`src/verilog/ulmc_pkg.sv`:
```
`default_nettype none
package ulmc_pkg;
  // register byte addresses within the port window
  localparam logic [31:0] ADDR_LINE_CONTROL  = 32'h5000110c;
  localparam logic [31:0] ADDR_MODEM_CONTROL = 32'h50001110;
  // shared offsets reached while divisor access is selected
  localparam logic [31:0] ADDR_DIV_LOW       = 32'h50001100;
  localparam logic [31:0] ADDR_DIV_HIGH      = 32'h50001104;
  // fifo enable / line status readback, own choice
  localparam logic [31:0] ADDR_FIFO_CTRL     = 32'h50001108;
  localparam logic [31:0] ADDR_LINE_STATUS   = 32'h50001114;
  localparam logic [31:0] ADDR_TX_DATA       = 32'h50001100;

  localparam int LCR_DIV_ACCESS_POS = 7;
  localparam int LCR_BREAK_POS      = 6;
  localparam int LCR_EVEN_PAR_POS   = 4;
  localparam int LCR_PAR_ON_POS     = 3;
  localparam int LCR_STOP_POS       = 2;
  localparam int MCR_IR_POS         = 6;
  localparam int MCR_AUTOHS_POS     = 5;
  localparam int MCR_LOOP_POS       = 4;
  localparam int MCR_RTS_POS        = 1;
  localparam int FCR_FIFO_ON_POS    = 0;

  localparam logic [7:0]  LCR_WMASK = 8'hdf;
  localparam logic [6:0]  MCR_WMASK = 7'h7e;
  localparam logic [7:0]  LCR_RESET = 8'h00;
  localparam logic [6:0]  MCR_RESET = 7'h00;
  localparam logic [15:0] DIV_RESET = 16'h0000;

  // ir pulse is 3/16 of a bit time
  localparam int IR_PULSE_SIXTEENTHS = 3;
endpackage : ulmc_pkg
`default_nettype wire

```
`src/verilog/ulmc_serializer.sv`:
```
`timescale 1ns/10ps
`default_nettype none
module ulmc_serializer
(
  // clock and reset
  input  wire logic        i_clk,
  input  wire logic        i_rst_n,
  // configuration
  input  wire logic [1:0]  i_char_length_field,
  input  wire logic        i_parity_on,
  input  wire logic        i_even_parity_pick,
  input  wire logic        i_two_stop,
  input  wire logic        i_tick16,
  // character handoff
  input  wire logic        i_start,
  input  wire logic [7:0]  i_data,
  output logic             o_busy,
  output logic             o_line
);
  typedef enum logic [1:0]
  {
    ULMC_IDLE = 2'b00,
    ULMC_SHIFT = 2'b01
  } ulmc_ser_t;

  ulmc_ser_t  state_reg;
  logic [11:0] frame_reg;
  logic [5:0]  half_reg;
  logic [3:0]  sub_reg;
  logic [5:0]  half_total;
  logic [3:0]  nbits;
  logic        par_bit;
  logic [11:0] frame_next;

  // frame built as start, data lsb first, parity, stop
  always_comb
  begin
    nbits = 4'd5 + {2'b00, i_char_length_field};
    par_bit = ^(i_data & (8'hff >> (4'd8 - nbits)));
    par_bit = i_even_parity_pick ? par_bit : ~par_bit;
    frame_next = {12'hfff};
    frame_next[0] = 1'b0;
    for (int k = 0; k < 8; k++)
    begin
      if (k < int'(nbits))
        frame_next[k + 1] = i_data[k];
    end
    if (i_parity_on)
      frame_next[nbits + 4'd1] = par_bit;
    // counts in half bits: 1.5 stop only for 5 bit chars
    half_total = {1'b0, nbits, 1'b0} + 6'd4 +
                 (i_parity_on ? 6'd2 : 6'd0) +
                 (i_two_stop ? ((nbits == 4'd5) ? 6'd1 : 6'd2) : 6'd0);
  end

  always_ff @(posedge i_clk or negedge i_rst_n)
  begin
    if (!i_rst_n)
    begin
      state_reg <= ULMC_IDLE;
      frame_reg <= 12'hfff;
      half_reg  <= 6'h00;
      sub_reg   <= 4'h0;
    end
    else if (state_reg == ULMC_IDLE)
    begin
      if (i_start)
      begin
        state_reg <= ULMC_SHIFT;
        frame_reg <= frame_next;
        half_reg  <= half_total;
        sub_reg   <= 4'h0;
      end
    end
    else if (i_tick16)
    begin
      sub_reg <= sub_reg + 4'h1;
      if (sub_reg[2:0] == 3'h7)
      begin
        half_reg <= half_reg - 6'h01;
        if (sub_reg == 4'hf)
          frame_reg <= {1'b1, frame_reg[11:1]};
        if (half_reg == 6'h01)
          state_reg <= ULMC_IDLE;
      end
    end
  end

  always_ff @(posedge i_clk or negedge i_rst_n)
  begin
    if (!i_rst_n)
    begin
      o_busy <= 1'b0;
      o_line <= 1'b1;
    end
    else
    begin
      o_busy <= (state_reg != ULMC_IDLE);
      o_line <= (state_reg == ULMC_IDLE) ? 1'b1 : frame_reg[0];
    end
  end
endmodule : ulmc_serializer
`default_nettype wire

```
`src/verilog/ulmc_top.sv`:
```
`timescale 1ns/10ps
`default_nettype none
// Summary of operation
// - divisor access bit set maps shared offsets to baud divisor low/high
// - break force drives serial output to spacing, logic zero
// - outside loopback transmit line stays low while break bit is set
// - break with infrared mode keeps pulsing infrared output
// - break in loopback loops to receiver, infrared output low
// - even parity pick gives even count of ones, else odd
// - parity on adds parity on transmit and checks it on receive
// - stop bit gives one, or 1.5 for 5-bit chars, else two
// - receiver validates only the first stop bit
// - char length field selects five to eight data bits
// - infrared mode bit switches port to SIR signalling
// - auto handshake needs fifos enabled and auto handshake bit
// - loopback without infrared holds line high, loops output to input
module ulmc_top
(
  // clock and reset
  input  wire logic        i_clk,
  input  wire logic        i_rst_n,
  // register port
  input  wire logic [31:0] i_addr,
  input  wire logic [15:0] i_wdata,
  input  wire logic        i_wr,
  input  wire logic        i_rd,
  output logic      [15:0] o_rdata,
  // serial line
  input  wire logic        i_sin,
  input  wire logic        i_sir_in,
  input  wire logic        i_cts_n,
  output logic             o_sout,
  output logic             o_sir_out_n,
  output logic             o_rts_n,
  // baud setup and status
  output logic      [15:0] o_baud_divisor,
  output logic             o_rx_valid,
  output logic      [7:0]  o_rx_data,
  output logic             o_parity_err,
  output logic             o_frame_err,
  output logic             o_break_seen
);
  logic [7:0]  line_control_reg;
  logic [6:0]  modem_control_reg;
  logic [15:0] div_reg;
  logic        fifo_on_reg;
  logic [15:0] baud_cnt_reg;
  logic        tick16_reg;
  logic [2:0]  sin_sync_reg;
  logic [1:0]  cts_sync_reg;
  logic [1:0]  sir_sync_reg;
  logic        tx_start_reg;
  logic [7:0]  tx_data_reg;
  logic        tx_busy;
  logic        tx_line;
  logic [3:0]  ir_sub_reg;
  logic [7:0]  rx_sh_reg;
  logic [3:0]  rx_sub_reg;
  logic [3:0]  rx_idx_reg;
  logic        rx_act_reg;
  logic        rx_par_reg;
  logic        divisor_access_select;
  logic        break_force;
  logic        loopback_select;
  logic        infrared_mode_on;
  logic        auto_handshake_on;
  logic        rx_in;
  logic        ser_out;
  logic        ir_pulse;
  logic        hs_active;
  logic [3:0]  nbits;

  assign divisor_access_select = line_control_reg[ulmc_pkg::LCR_DIV_ACCESS_POS];
  assign break_force       = line_control_reg[ulmc_pkg::LCR_BREAK_POS];
  assign loopback_select   = modem_control_reg[ulmc_pkg::MCR_LOOP_POS];
  assign infrared_mode_on  = modem_control_reg[ulmc_pkg::MCR_IR_POS];
  assign auto_handshake_on = modem_control_reg[ulmc_pkg::MCR_AUTOHS_POS];
  assign nbits = 4'd5 + {2'b00, line_control_reg[1:0]};

  // handshake only with fifos on and auto bit set
  assign hs_active = fifo_on_reg && auto_handshake_on;
  // break forces the internal serial output to spacing
  assign ser_out = break_force ? 1'b0 : tx_line;
  // ir pulse marks a zero bit while the free-running sixteenth count is below three
  assign ir_pulse = ~ser_out &&
    (ir_sub_reg < 4'(ulmc_pkg::IR_PULSE_SIXTEENTHS));
  // loopback feeds output (incl. break) to own receiver
  assign rx_in = loopback_select ? ser_out :
                 (infrared_mode_on ? ~sir_sync_reg[1] : sin_sync_reg[2]);

  // line control register
  always_ff @(posedge i_clk or negedge i_rst_n)
  begin
    if (!i_rst_n)
      line_control_reg <= ulmc_pkg::LCR_RESET;
    else if (i_wr && i_addr == ulmc_pkg::ADDR_LINE_CONTROL)
      line_control_reg <= i_wdata[7:0] & ulmc_pkg::LCR_WMASK;
  end

  // modem control register
  always_ff @(posedge i_clk or negedge i_rst_n)
  begin
    if (!i_rst_n)
      modem_control_reg <= ulmc_pkg::MCR_RESET;
    else if (i_wr && i_addr == ulmc_pkg::ADDR_MODEM_CONTROL)
      modem_control_reg <= i_wdata[6:0] & ulmc_pkg::MCR_WMASK;
  end

  // divisor halves behind the access bit
  always_ff @(posedge i_clk or negedge i_rst_n)
  begin
    if (!i_rst_n)
      div_reg <= ulmc_pkg::DIV_RESET;
    else if (i_wr && divisor_access_select)
    begin
      if (i_addr == ulmc_pkg::ADDR_DIV_LOW)
        div_reg[7:0] <= i_wdata[7:0];
      else if (i_addr == ulmc_pkg::ADDR_DIV_HIGH)
        div_reg[15:8] <= i_wdata[7:0];
    end
  end

  // fifo enable and transmit data
  always_ff @(posedge i_clk or negedge i_rst_n)
  begin
    if (!i_rst_n)
    begin
      fifo_on_reg  <= 1'b0;
      tx_start_reg <= 1'b0;
      tx_data_reg  <= 8'h00;
    end
    else
    begin
      tx_start_reg <= 1'b0;
      if (i_wr && i_addr == ulmc_pkg::ADDR_FIFO_CTRL)
        fifo_on_reg <= i_wdata[ulmc_pkg::FCR_FIFO_ON_POS];
      else if (i_wr && !divisor_access_select &&
               i_addr == ulmc_pkg::ADDR_TX_DATA && !tx_busy &&
               !(hs_active && cts_sync_reg[1]))
      begin
        tx_start_reg <= 1'b1;
        tx_data_reg  <= i_wdata[7:0];
      end
    end
  end

  // read data, one cycle after the strobe
  always_ff @(posedge i_clk or negedge i_rst_n)
  begin
    if (!i_rst_n)
      o_rdata <= 16'h0000;
    else if (!i_rd)
      o_rdata <= 16'h0000;
    else if (i_addr == ulmc_pkg::ADDR_LINE_CONTROL)
      o_rdata <= {8'h00, line_control_reg};
    else if (i_addr == ulmc_pkg::ADDR_MODEM_CONTROL)
      o_rdata <= {9'h000, modem_control_reg};
    else if (divisor_access_select && i_addr == ulmc_pkg::ADDR_DIV_LOW)
      o_rdata <= {8'h00, div_reg[7:0]};
    else if (divisor_access_select && i_addr == ulmc_pkg::ADDR_DIV_HIGH)
      o_rdata <= {8'h00, div_reg[15:8]};
    else if (i_addr == ulmc_pkg::ADDR_LINE_STATUS)
      o_rdata <= {11'h000, tx_busy, o_break_seen, o_frame_err,
                  o_parity_err, o_rx_valid};
    else
      o_rdata <= 16'h0000;
  end

  // 16x baud tick; divisor zero stops it
  always_ff @(posedge i_clk or negedge i_rst_n)
  begin
    if (!i_rst_n)
    begin
      baud_cnt_reg <= 16'h0000;
      tick16_reg   <= 1'b0;
    end
    else if (div_reg == 16'h0000)
    begin
      baud_cnt_reg <= 16'h0000;
      tick16_reg   <= 1'b0;
    end
    else if (baud_cnt_reg >= div_reg - 16'h0001)
    begin
      baud_cnt_reg <= 16'h0000;
      tick16_reg   <= 1'b1;
    end
    else
    begin
      baud_cnt_reg <= baud_cnt_reg + 16'h0001;
      tick16_reg   <= 1'b0;
    end
  end

  // pin synchronisers
  always_ff @(posedge i_clk or negedge i_rst_n)
  begin
    if (!i_rst_n)
    begin
      sin_sync_reg <= 3'h7;
      cts_sync_reg <= 2'h3;
      sir_sync_reg <= 2'h3;
    end
    else
    begin
      sin_sync_reg <= {sin_sync_reg[1:0], i_sin};
      cts_sync_reg <= {cts_sync_reg[0], i_cts_n};
      sir_sync_reg <= {sir_sync_reg[0], i_sir_in};
    end
  end

  // ir sixteenth counter runs free, so break keeps pulsing
  always_ff @(posedge i_clk or negedge i_rst_n)
  begin
    if (!i_rst_n)
      ir_sub_reg <= 4'h0;
    else if (tick16_reg)
      ir_sub_reg <= ir_sub_reg + 4'h1;
  end

  ulmc_serializer u_ser
  (
    .i_clk               (i_clk),
    .i_rst_n             (i_rst_n),
    .i_char_length_field (line_control_reg[1:0]),
    .i_parity_on         (line_control_reg[ulmc_pkg::LCR_PAR_ON_POS]),
    .i_even_parity_pick  (line_control_reg[ulmc_pkg::LCR_EVEN_PAR_POS]),
    .i_two_stop          (line_control_reg[ulmc_pkg::LCR_STOP_POS]),
    .i_tick16            (tick16_reg),
    .i_start             (tx_start_reg),
    .i_data              (tx_data_reg),
    .o_busy              (tx_busy),
    .o_line              (tx_line)
  );

  // line outputs by mode
  always_ff @(posedge i_clk or negedge i_rst_n)
  begin
    if (!i_rst_n)
    begin
      o_sout      <= 1'b1;
      o_sir_out_n <= 1'b1;
      o_rts_n     <= 1'b1;
    end
    else
    begin
      // break holds sout low in sir mode too, outside loopback
      o_sout <= loopback_select ? 1'b1 :
                (infrared_mode_on ? !break_force : ser_out);
      if (loopback_select)
        o_sir_out_n <= 1'b0;
      else
        o_sir_out_n <= infrared_mode_on ? ~ir_pulse : 1'b1;
      if (loopback_select)
        o_rts_n <= 1'b1;
      else
        o_rts_n <= ~(modem_control_reg[ulmc_pkg::MCR_RTS_POS] &&
                     !(hs_active && o_rx_valid));
    end
  end

  assign o_baud_divisor = div_reg;

  // receiver: mid-bit sampling, first stop only
  always_ff @(posedge i_clk or negedge i_rst_n)
  begin
    if (!i_rst_n)
    begin
      rx_act_reg   <= 1'b0;
      rx_sub_reg   <= 4'h0;
      rx_idx_reg   <= 4'h0;
      rx_sh_reg    <= 8'h00;
      rx_par_reg   <= 1'b0;
      o_rx_valid   <= 1'b0;
      o_rx_data    <= 8'h00;
      o_parity_err <= 1'b0;
      o_frame_err  <= 1'b0;
      o_break_seen <= 1'b0;
    end
    else
    begin
      o_rx_valid <= 1'b0;
      if (!rx_act_reg)
      begin
        if (tick16_reg && !rx_in)
        begin
          rx_act_reg <= 1'b1;
          rx_sub_reg <= 4'h1;
          rx_idx_reg <= 4'h0;
          rx_sh_reg  <= 8'h00;
          rx_par_reg <= 1'b0;
        end
      end
      else if (tick16_reg)
      begin
        rx_sub_reg <= rx_sub_reg + 4'h1;
        if (rx_sub_reg == 4'h7)
        begin
          rx_idx_reg <= rx_idx_reg + 4'h1;
          if (rx_idx_reg == 4'h0)
            rx_act_reg <= ~rx_in;
          else if (rx_idx_reg <= nbits)
          begin
            rx_sh_reg[rx_idx_reg[2:0] - 3'h1] <= rx_in;
            rx_par_reg <= rx_par_reg ^ rx_in;
          end
          else if (line_control_reg[ulmc_pkg::LCR_PAR_ON_POS] &&
                   rx_idx_reg == nbits + 4'd1)
            rx_par_reg <= rx_par_reg ^ rx_in;
          else
          begin
            rx_act_reg   <= 1'b0;
            o_rx_valid   <= 1'b1;
            o_rx_data    <= rx_sh_reg;
            o_frame_err  <= ~rx_in;
            o_break_seen <= ~rx_in && (rx_sh_reg == 8'h00);
            // odd total wanted when even pick is clear
            o_parity_err <= line_control_reg[ulmc_pkg::LCR_PAR_ON_POS] &&
              (rx_par_reg ^
               ~line_control_reg[ulmc_pkg::LCR_EVEN_PAR_POS]);
          end
        end
      end
    end
  end
endmodule : ulmc_top
`default_nettype wire

```
`config.mk`:
```
export PLATFORM = sky130hd
export DESIGN_NAME = ulmc_top
export DESIGN_NICKNAME = d
export VERILOG_FILES = /design/src/verilog/ulmc_pkg.sv /design/src/verilog/ulmc_serializer.sv /design/src/verilog/ulmc_top.sv
export SDC_FILE = /design/constraint.sdc
export NUM_CORES = 1
export LEC_CHECK = 0
export ABC_CLOCK_PERIOD_IN_PS = 8100
export BUFFER_PORTS_ARGS = -buffer_cell sky130_fd_sc_hd__buf_2
export CAP_MARGIN = 20
export CORE_UTILIZATION = 60
export DETAILED_ROUTE_END_ITERATION = 16
export PLACE_DENSITY = 0.82
export SLEW_MARGIN = 10
export SYNTH_ARGS = -nofsm -noshare
export SYNTH_HDL_FRONTEND = slang
export SYNTH_HIERARCHICAL = 1
export SYNTH_SLANG_ARGS = --single-unit
```
`constraint.sdc`:
```
create_clock -name i_clk -period 8.1 [get_ports i_clk]
set_clock_uncertainty 0.1 [all_clocks]
set_input_delay 0 -clock i_clk [delete_from_list [all_inputs] [get_ports i_clk]]
set_output_delay 0 -clock i_clk [all_outputs]
set_load 0.03 [all_outputs]
```
# Word-level counts from Yosys, hierarchy flattened

Index checks and enable logic that the tools add are counted.

Input port bits: 55
Output and inout port bits: 47
Word-level logic and storage cells: 236
Flip-flop bits (word level): 142

Equal/unequal tests: 18
Reductions and logical operators: 50
Bitwise gates (word level): 15
Order comparisons: 15
Muxes and demuxes: 90
$add $sub $neg: 14
Shifts and indexed selects: 1

Operator list:

| operator                | count |
|---|---|
| $eq A32 B31 Y1 const B  | 6 |
| $mux W8                 | 11 |
| $mux W12                | 6 |
| $mux W1                 | 44 |
| $mux W4                 | 10 |
| $mux W16                | 2 |
| $mux W6                 | 5 |
| $logic_and A1 B1 Y1     | 21 |
| $add A4 B1 Y4 const B   | 5 |
| $add A16 B1 Y16 const B | 1 |
| $ge A16 B16 Y1          | 1 |
| $logic_not A16 Y1       | 1 |
| $lt A3 B4 Y1 const A    | 4 |
| $sub A16 B1 Y16 const B | 1 |
| $mux W2                 | 7 |
| $add A6 B6 Y6           | 2 |
| $bwmux W12              | 1 |
| $not A1 Y1              | 12 |
| $reduce_bool A2 Y1      | 6 |
| $reduce_and A5 Y1       | 2 |
| $reduce_and A3 Y1       | 3 |
| $and A8 B8 Y8           | 1 |
| $bwmux W8               | 1 |
| $eq A4 B3 Y1 const B    | 2 |
| other kinds (33)        | 48 |

# Depth between registers and ports, before layout

Word-level depth: 11
Mapped depth: 14
Gate-level depth less buffers: 11

# By module

The synthesis kept the hierarchy.

By module, submodules not included:

| module          | cells an instance | area each (µm²) | instances | sequential area each (µm²) |
|---|---|---|---|---|
| ulmc_top        | 546               | 6,109.6         | 1         | 2,715.1 |
| ulmc_serializer | 176               | 1,649.1         | 1         | 641.9 |

# Worst setup path before layout

No wires, ideal clock.

Kind: reg-to-reg
From: register div_reg[3], in the netlist o_baud_divisor[3]
To: register baud_cnt_reg[0]
Clock period less this slack: 3.274 ns
Data required time: 7.913 ns
Path buffers: 3
Setup slack: 4.826 ns
Arrival time: 3.088 ns
Stages on the path, launching flop included: 14
Library setup time: 0.087 ns
Path through: dfrtp_1 -> buf_6 -> nor4_1 -> nand2_1 -> or3_1 -> xor2_1 -> ha_1 -> and4_1 -> and2_1 -> and3_1 -> a221o_1 -> buf_6 -> buf_6 -> a211oi_2

Word-level cells in the longest chain between the ends: 4
Elaborated cells on any way between the ends: 5
Those cells by class: 1 x add/sub; 1 x order compare; 2 x mux; 1 x reduce/logical

Ends and longest elaborated chain:

| what                     | line            | RTL |
|---|---|---|
| start: declaration       | ulmc_top.sv:45  | `logic [15:0] div_reg;` |
| start signal: assignment | ulmc_top.sv:113 | `div_reg <= ulmc_pkg::DIV_RESET;` |
| start signal: assignment | ulmc_top.sv:117 | `div_reg[7:0] <= i_wdata[7:0];` |
| $sub A16 B1 Y16          | ulmc_top.sv:182 | `else if (baud_cnt_reg >= div_reg - 16'h0001)` |
| $ge A16 B16 Y1           | ulmc_top.sv:182 |  |
| $mux W16                 | ulmc_top.sv:182 |  |
| $mux W16 (*)             | ulmc_top.sv:177 | `else if (div_reg == 16'h0000)` |
| end signal: assignment   | ulmc_top.sv:189 | `baud_cnt_reg <= baud_cnt_reg + 16'h0001;` |
| end: declaration         | ulmc_top.sv:47  | `logic [15:0] baud_cnt_reg;` |

Every way passes the cells marked *; elsewhere a longest branch is shown, timed or not.
A chain may end at the register's enable or synchronous reset.

# Final worst setup path

From: register div_reg[3], in the netlist o_baud_divisor[3]
To: register baud_cnt_reg[2]

The elaborated chain is that of the path after synthesis.

==> summary.md <==
| Metric | Value |
|---|---|
| Min Tclk post-route | `around 3.6 ns` |
| Die height | `approximately 120 um` |
| Leak | `between 4 and 5 nW` |
| Post-synthesis async set-or-reset flop share | `100%` |
| Critical path class | `flip-flop to flip-flop` |
| Final WL | `between 15000 and 20000 um` |
| Vias in the first global route | `~6.0k` |
| Peak Freq | `approximately 280 MHz` |
| Setup TNS | `0 ns` |
| Pre-antenna DRT Iters | `5` |
| Internal power | `roughly 0.0012 W` |
| RSZ-0062 raised after global routing | `no` |
| First-pass GRT wire length | `just under 30000 um` |
| Fin area | `between 9000 and 10000 sq um` |
| Top cells by count, synth | `110 x dfrtp_1, 70 x nand2_1, 44 x ha_1` |
| RePlAce Congestion | `~0.94` |
| Post-DR vias/cell | `approximately 6.1` |
| IO Pins | `102` |
| #FFs+latches synth | `between 100 and 150` |
| H-tree depth | `4` |
| Clk slew on worst S/H paths | `roughly 0.060 ns` |
| Fraction of layout cells with a size suffix above 1 | `26.0%` |
| Worst Setup End Kind | `flip-flop` |
| ANT cells | `0` |
| Maximum VDD drop | `~0.11 mV` |
| Sequential-to-total area share from yosys stat | `approximately 43%` |
| ANT nets after route | `0` |
| Crit Reg-Reg Startpoint | `o_baud_divisor[3]` |
| Worst hold path class | `input port to flip-flop` |
| CP max FO | `17` |
| Gr usage total | `29.1%` |
| Post-Syn Area | `between 7000 and 8000 sq um` |
| Count leader, synth | `dfrtp_1` |
| Cell taking the most area after synthesis | `dfrtp_1` |
| Avg Cell Area, Syn | `roughly 11 sq um` |
| Flop pwr share | `44.8%` |
| Pwr dens | `166 nW/um^2` |
| Ys Warns | `6` |
| Ranking of synthesized cells by area | `dfrtp_1 35%, dfstp_2 7.8%, ha_1 7.1%` |
| Worst slew margin | `between 30% and 40%` |
| Gate power share | `between 3 and 4%` |
| Clk buf depth | `2` |
| Sw Pwr | `between 0.0003 and 0.0004 W` |
| Clk network pwr share | `slightly above 50%` |
| Max Cap Viol | `0` |
| TritonCTS buffer count | `17` |
| Layout Utilization | `a little under three quarters` |
| Clock Latency Late Sink | `roughly 0.44 ns` |
| Placeable Area | `12600 sq um` |
| Worst setup SP type | `flip-flop` |
| Worst slew pin tran | `between 0.9 and 1 ns` |
| Worst hold path startpoint | `i_addr[27]` |
| Post-synth EDFFs | `0` |
| Fin. Hold Viols | `0` |
| Unique masters post-synth | `74` |
| Drt initial violations | `approximately 600` |
| Critical Path Start | `o_baud_divisor[3]` |
| Hpwl dp | `~12000 um` |
| Outcome | `completed` |
| # clock sinks | `approximately 130` |
| Slew Limit Fails | `0` |
| Starting Density | `roughly three fifths` |
| Sw frac | `a little under a quarter` |
| Chip width | `116 um` |
| Average wire per standard cell | `approximately 18 um` |
| Setup violators final | `0` |
| Initial antenna violation count | `0` |
| CTS root buf | `clkbuf_16` |
| Synth Flop Type | `dfrtp_1` |
| Nets | `slightly above 900` |
| GRT Residual Overflow | `0` |
| Die Area | `13400 sq um` |
| Worst EP required | `between 8 and 9 ns` |
| Hold WS | `around 0.011 ns` |
| PortBufs | `85` |
| Vias | `6128` |
| DR DRC count | `0` |
| Synth Instances | `approximately 720` |
| Largest net degree at the start of global routing | `80` |
| Layout area overhead | `16.1%` |
| Yosys top cell area share | `between 30 and 40%` |
| Cts repair resizes | `0` |
| Dpl cell area | `roughly 8000 sq um` |
| Fin crit share | `44.1%` |
| WP data arrival | `~3.8 ns` |
| Placement Rows | `a little over 40` |
| TritonCTS clock tree | `done` |
[timing repair]
| item | 4_1_cts | 5_1_grt |
|---|---|---|
| endpoints found under the hold margin | 101 | 0 |
| setup buffers | 0 | 0 |
| hold buffers | 23 | 0 |
[area by class of cell]
| cell class | count | area, sq um |
|---|---|---|
| clock buffer | 19 | 443 |
| inverter | 22 | 82.6 |
| multi-input combinational | 536 | 4080 |
| sequential | 133 | 3360 |
| timing repair buffer | 111 | 681 |
| fill | 878 | 3610 |
| tap | 172 | 215 |
| clock inverter | 13 | 149 |
[cells in the final DEF, fill, tap and decap left out, types with 5 or more instances in the layout]
| cell type | n |
|---|---|
| dfrtp_1 | 110 |
| buf_2 | 84 |
| nand2_1 | 70 |
| ha_1 | 44 |
| nor2_1 | 35 |
| mux2_2 | 33 |
| a21oi_1 | 30 |
| o21ai_0 | 28 |
| xnor2_1 | 27 |
| dfstp_2 | 23 |
| dlygate4sd3_1 | 23 |
| nand3_1 | 22 |
| inv_1 | 22 |
| mux2i_1 | 19 |
| clkbuf_16 | 17 |
| nor4_1 | 16 |
| xor2_1 | 16 |
| mux2_4 | 16 |
| and3_1 | 14 |
| nor3_1 | 13 |
| nand4_1 | 11 |
| a211oi_2 | 9 |
| o22ai_1 | 9 |
| nand2b_1 | 8 |
| conb_1 | 8 |
| a22o_1 | 7 |
| and4_1 | 6 |
| a211oi_1 | 6 |
| and2_1 | 5 |
| nor4b_1 | 5 |
| nor2b_1 | 5 |
| nand3b_1 | 5 |
| a31oi_1 | 5 |
[path summary, 6_finish.rpt]
check	slack, ns	endpoint	depth (start not counted)
worst max register to register	4.53	baud_cnt_reg[2]	10
worst min register to register	0.25	sin_sync_reg[2]	0
min in group asynchronous	0.06	baud_cnt_reg[14]	2
max in group asynchronous	6.40	u_ser/half_reg[3]	3
worst max-delay path	4.53	baud_cnt_reg[2]	10
worst min-delay path	0.01	fifo_on_reg	6
[per-layer routing]
metal / routed length (um) / global-route usage [%] / vias to the layer above
met3: 1110 / 6.38 / 59
met4: 665 / 15.8 / 0
li1: - / - / 2796
met2: 9160 / 48.9 / 272
met5: 0 / 0 / -
met1: 7560 / 35.1 / 3001
[per-stage QoR]
| stage | cells | total power, W | setup WS, ns |
|---|---|---|---|
| after floorplan | 729 | 0.000699 | 4.83 |
| after global placement | 951 | 0.000724 | 4.72 |
| after detailed placement | 951 | 0.000725 | 4.63 |
| after CTS | 1006 | 0.00150 | 4.54 |
| after global routing | 1006 | 0.00153 | 4.32 |
| final | 1006 | 0.00149 | 4.53 |
[power groups by stage]
stage	Sequential [W]	Clock [W]	Combinational [W]
2_1_floorplan	0.000680	0	0.0000185
3_3_place_gp	0.000680	0	0.0000432
3_5_place_dp	0.000680	0	0.0000444
4_1_cts	0.000669	0.000778	0.0000519
5_1_grt	0.000669	0.000808	0.0000573
6_report	0.000669	0.000771	0.0000523
[worst max-delay path, stage by stage, from the launching register on]
cell      delay (ns)
dfrtp_1         0.51
nor4_1          0.44
nand2_1         0.15
or3_1           0.34
xor2_1          0.16
ha_1            0.27
and4_1          0.20
and2_1          0.17
and3_1          0.16
a221o_1         0.62
a211oi_1        0.36
[logic make-up after synthesis]
family	share of synthesized area, %
and+or+nand+nor	17.2
DFF	43.3
AOI/OAI and AO/OA	11.5
muxes	10.3
buffers and inverters	4.50
xor gates and xnor gates	5.74
adders and majority gates	7.35
other	0.0483
Note: power is estimated with default switching activity, not from simulation.
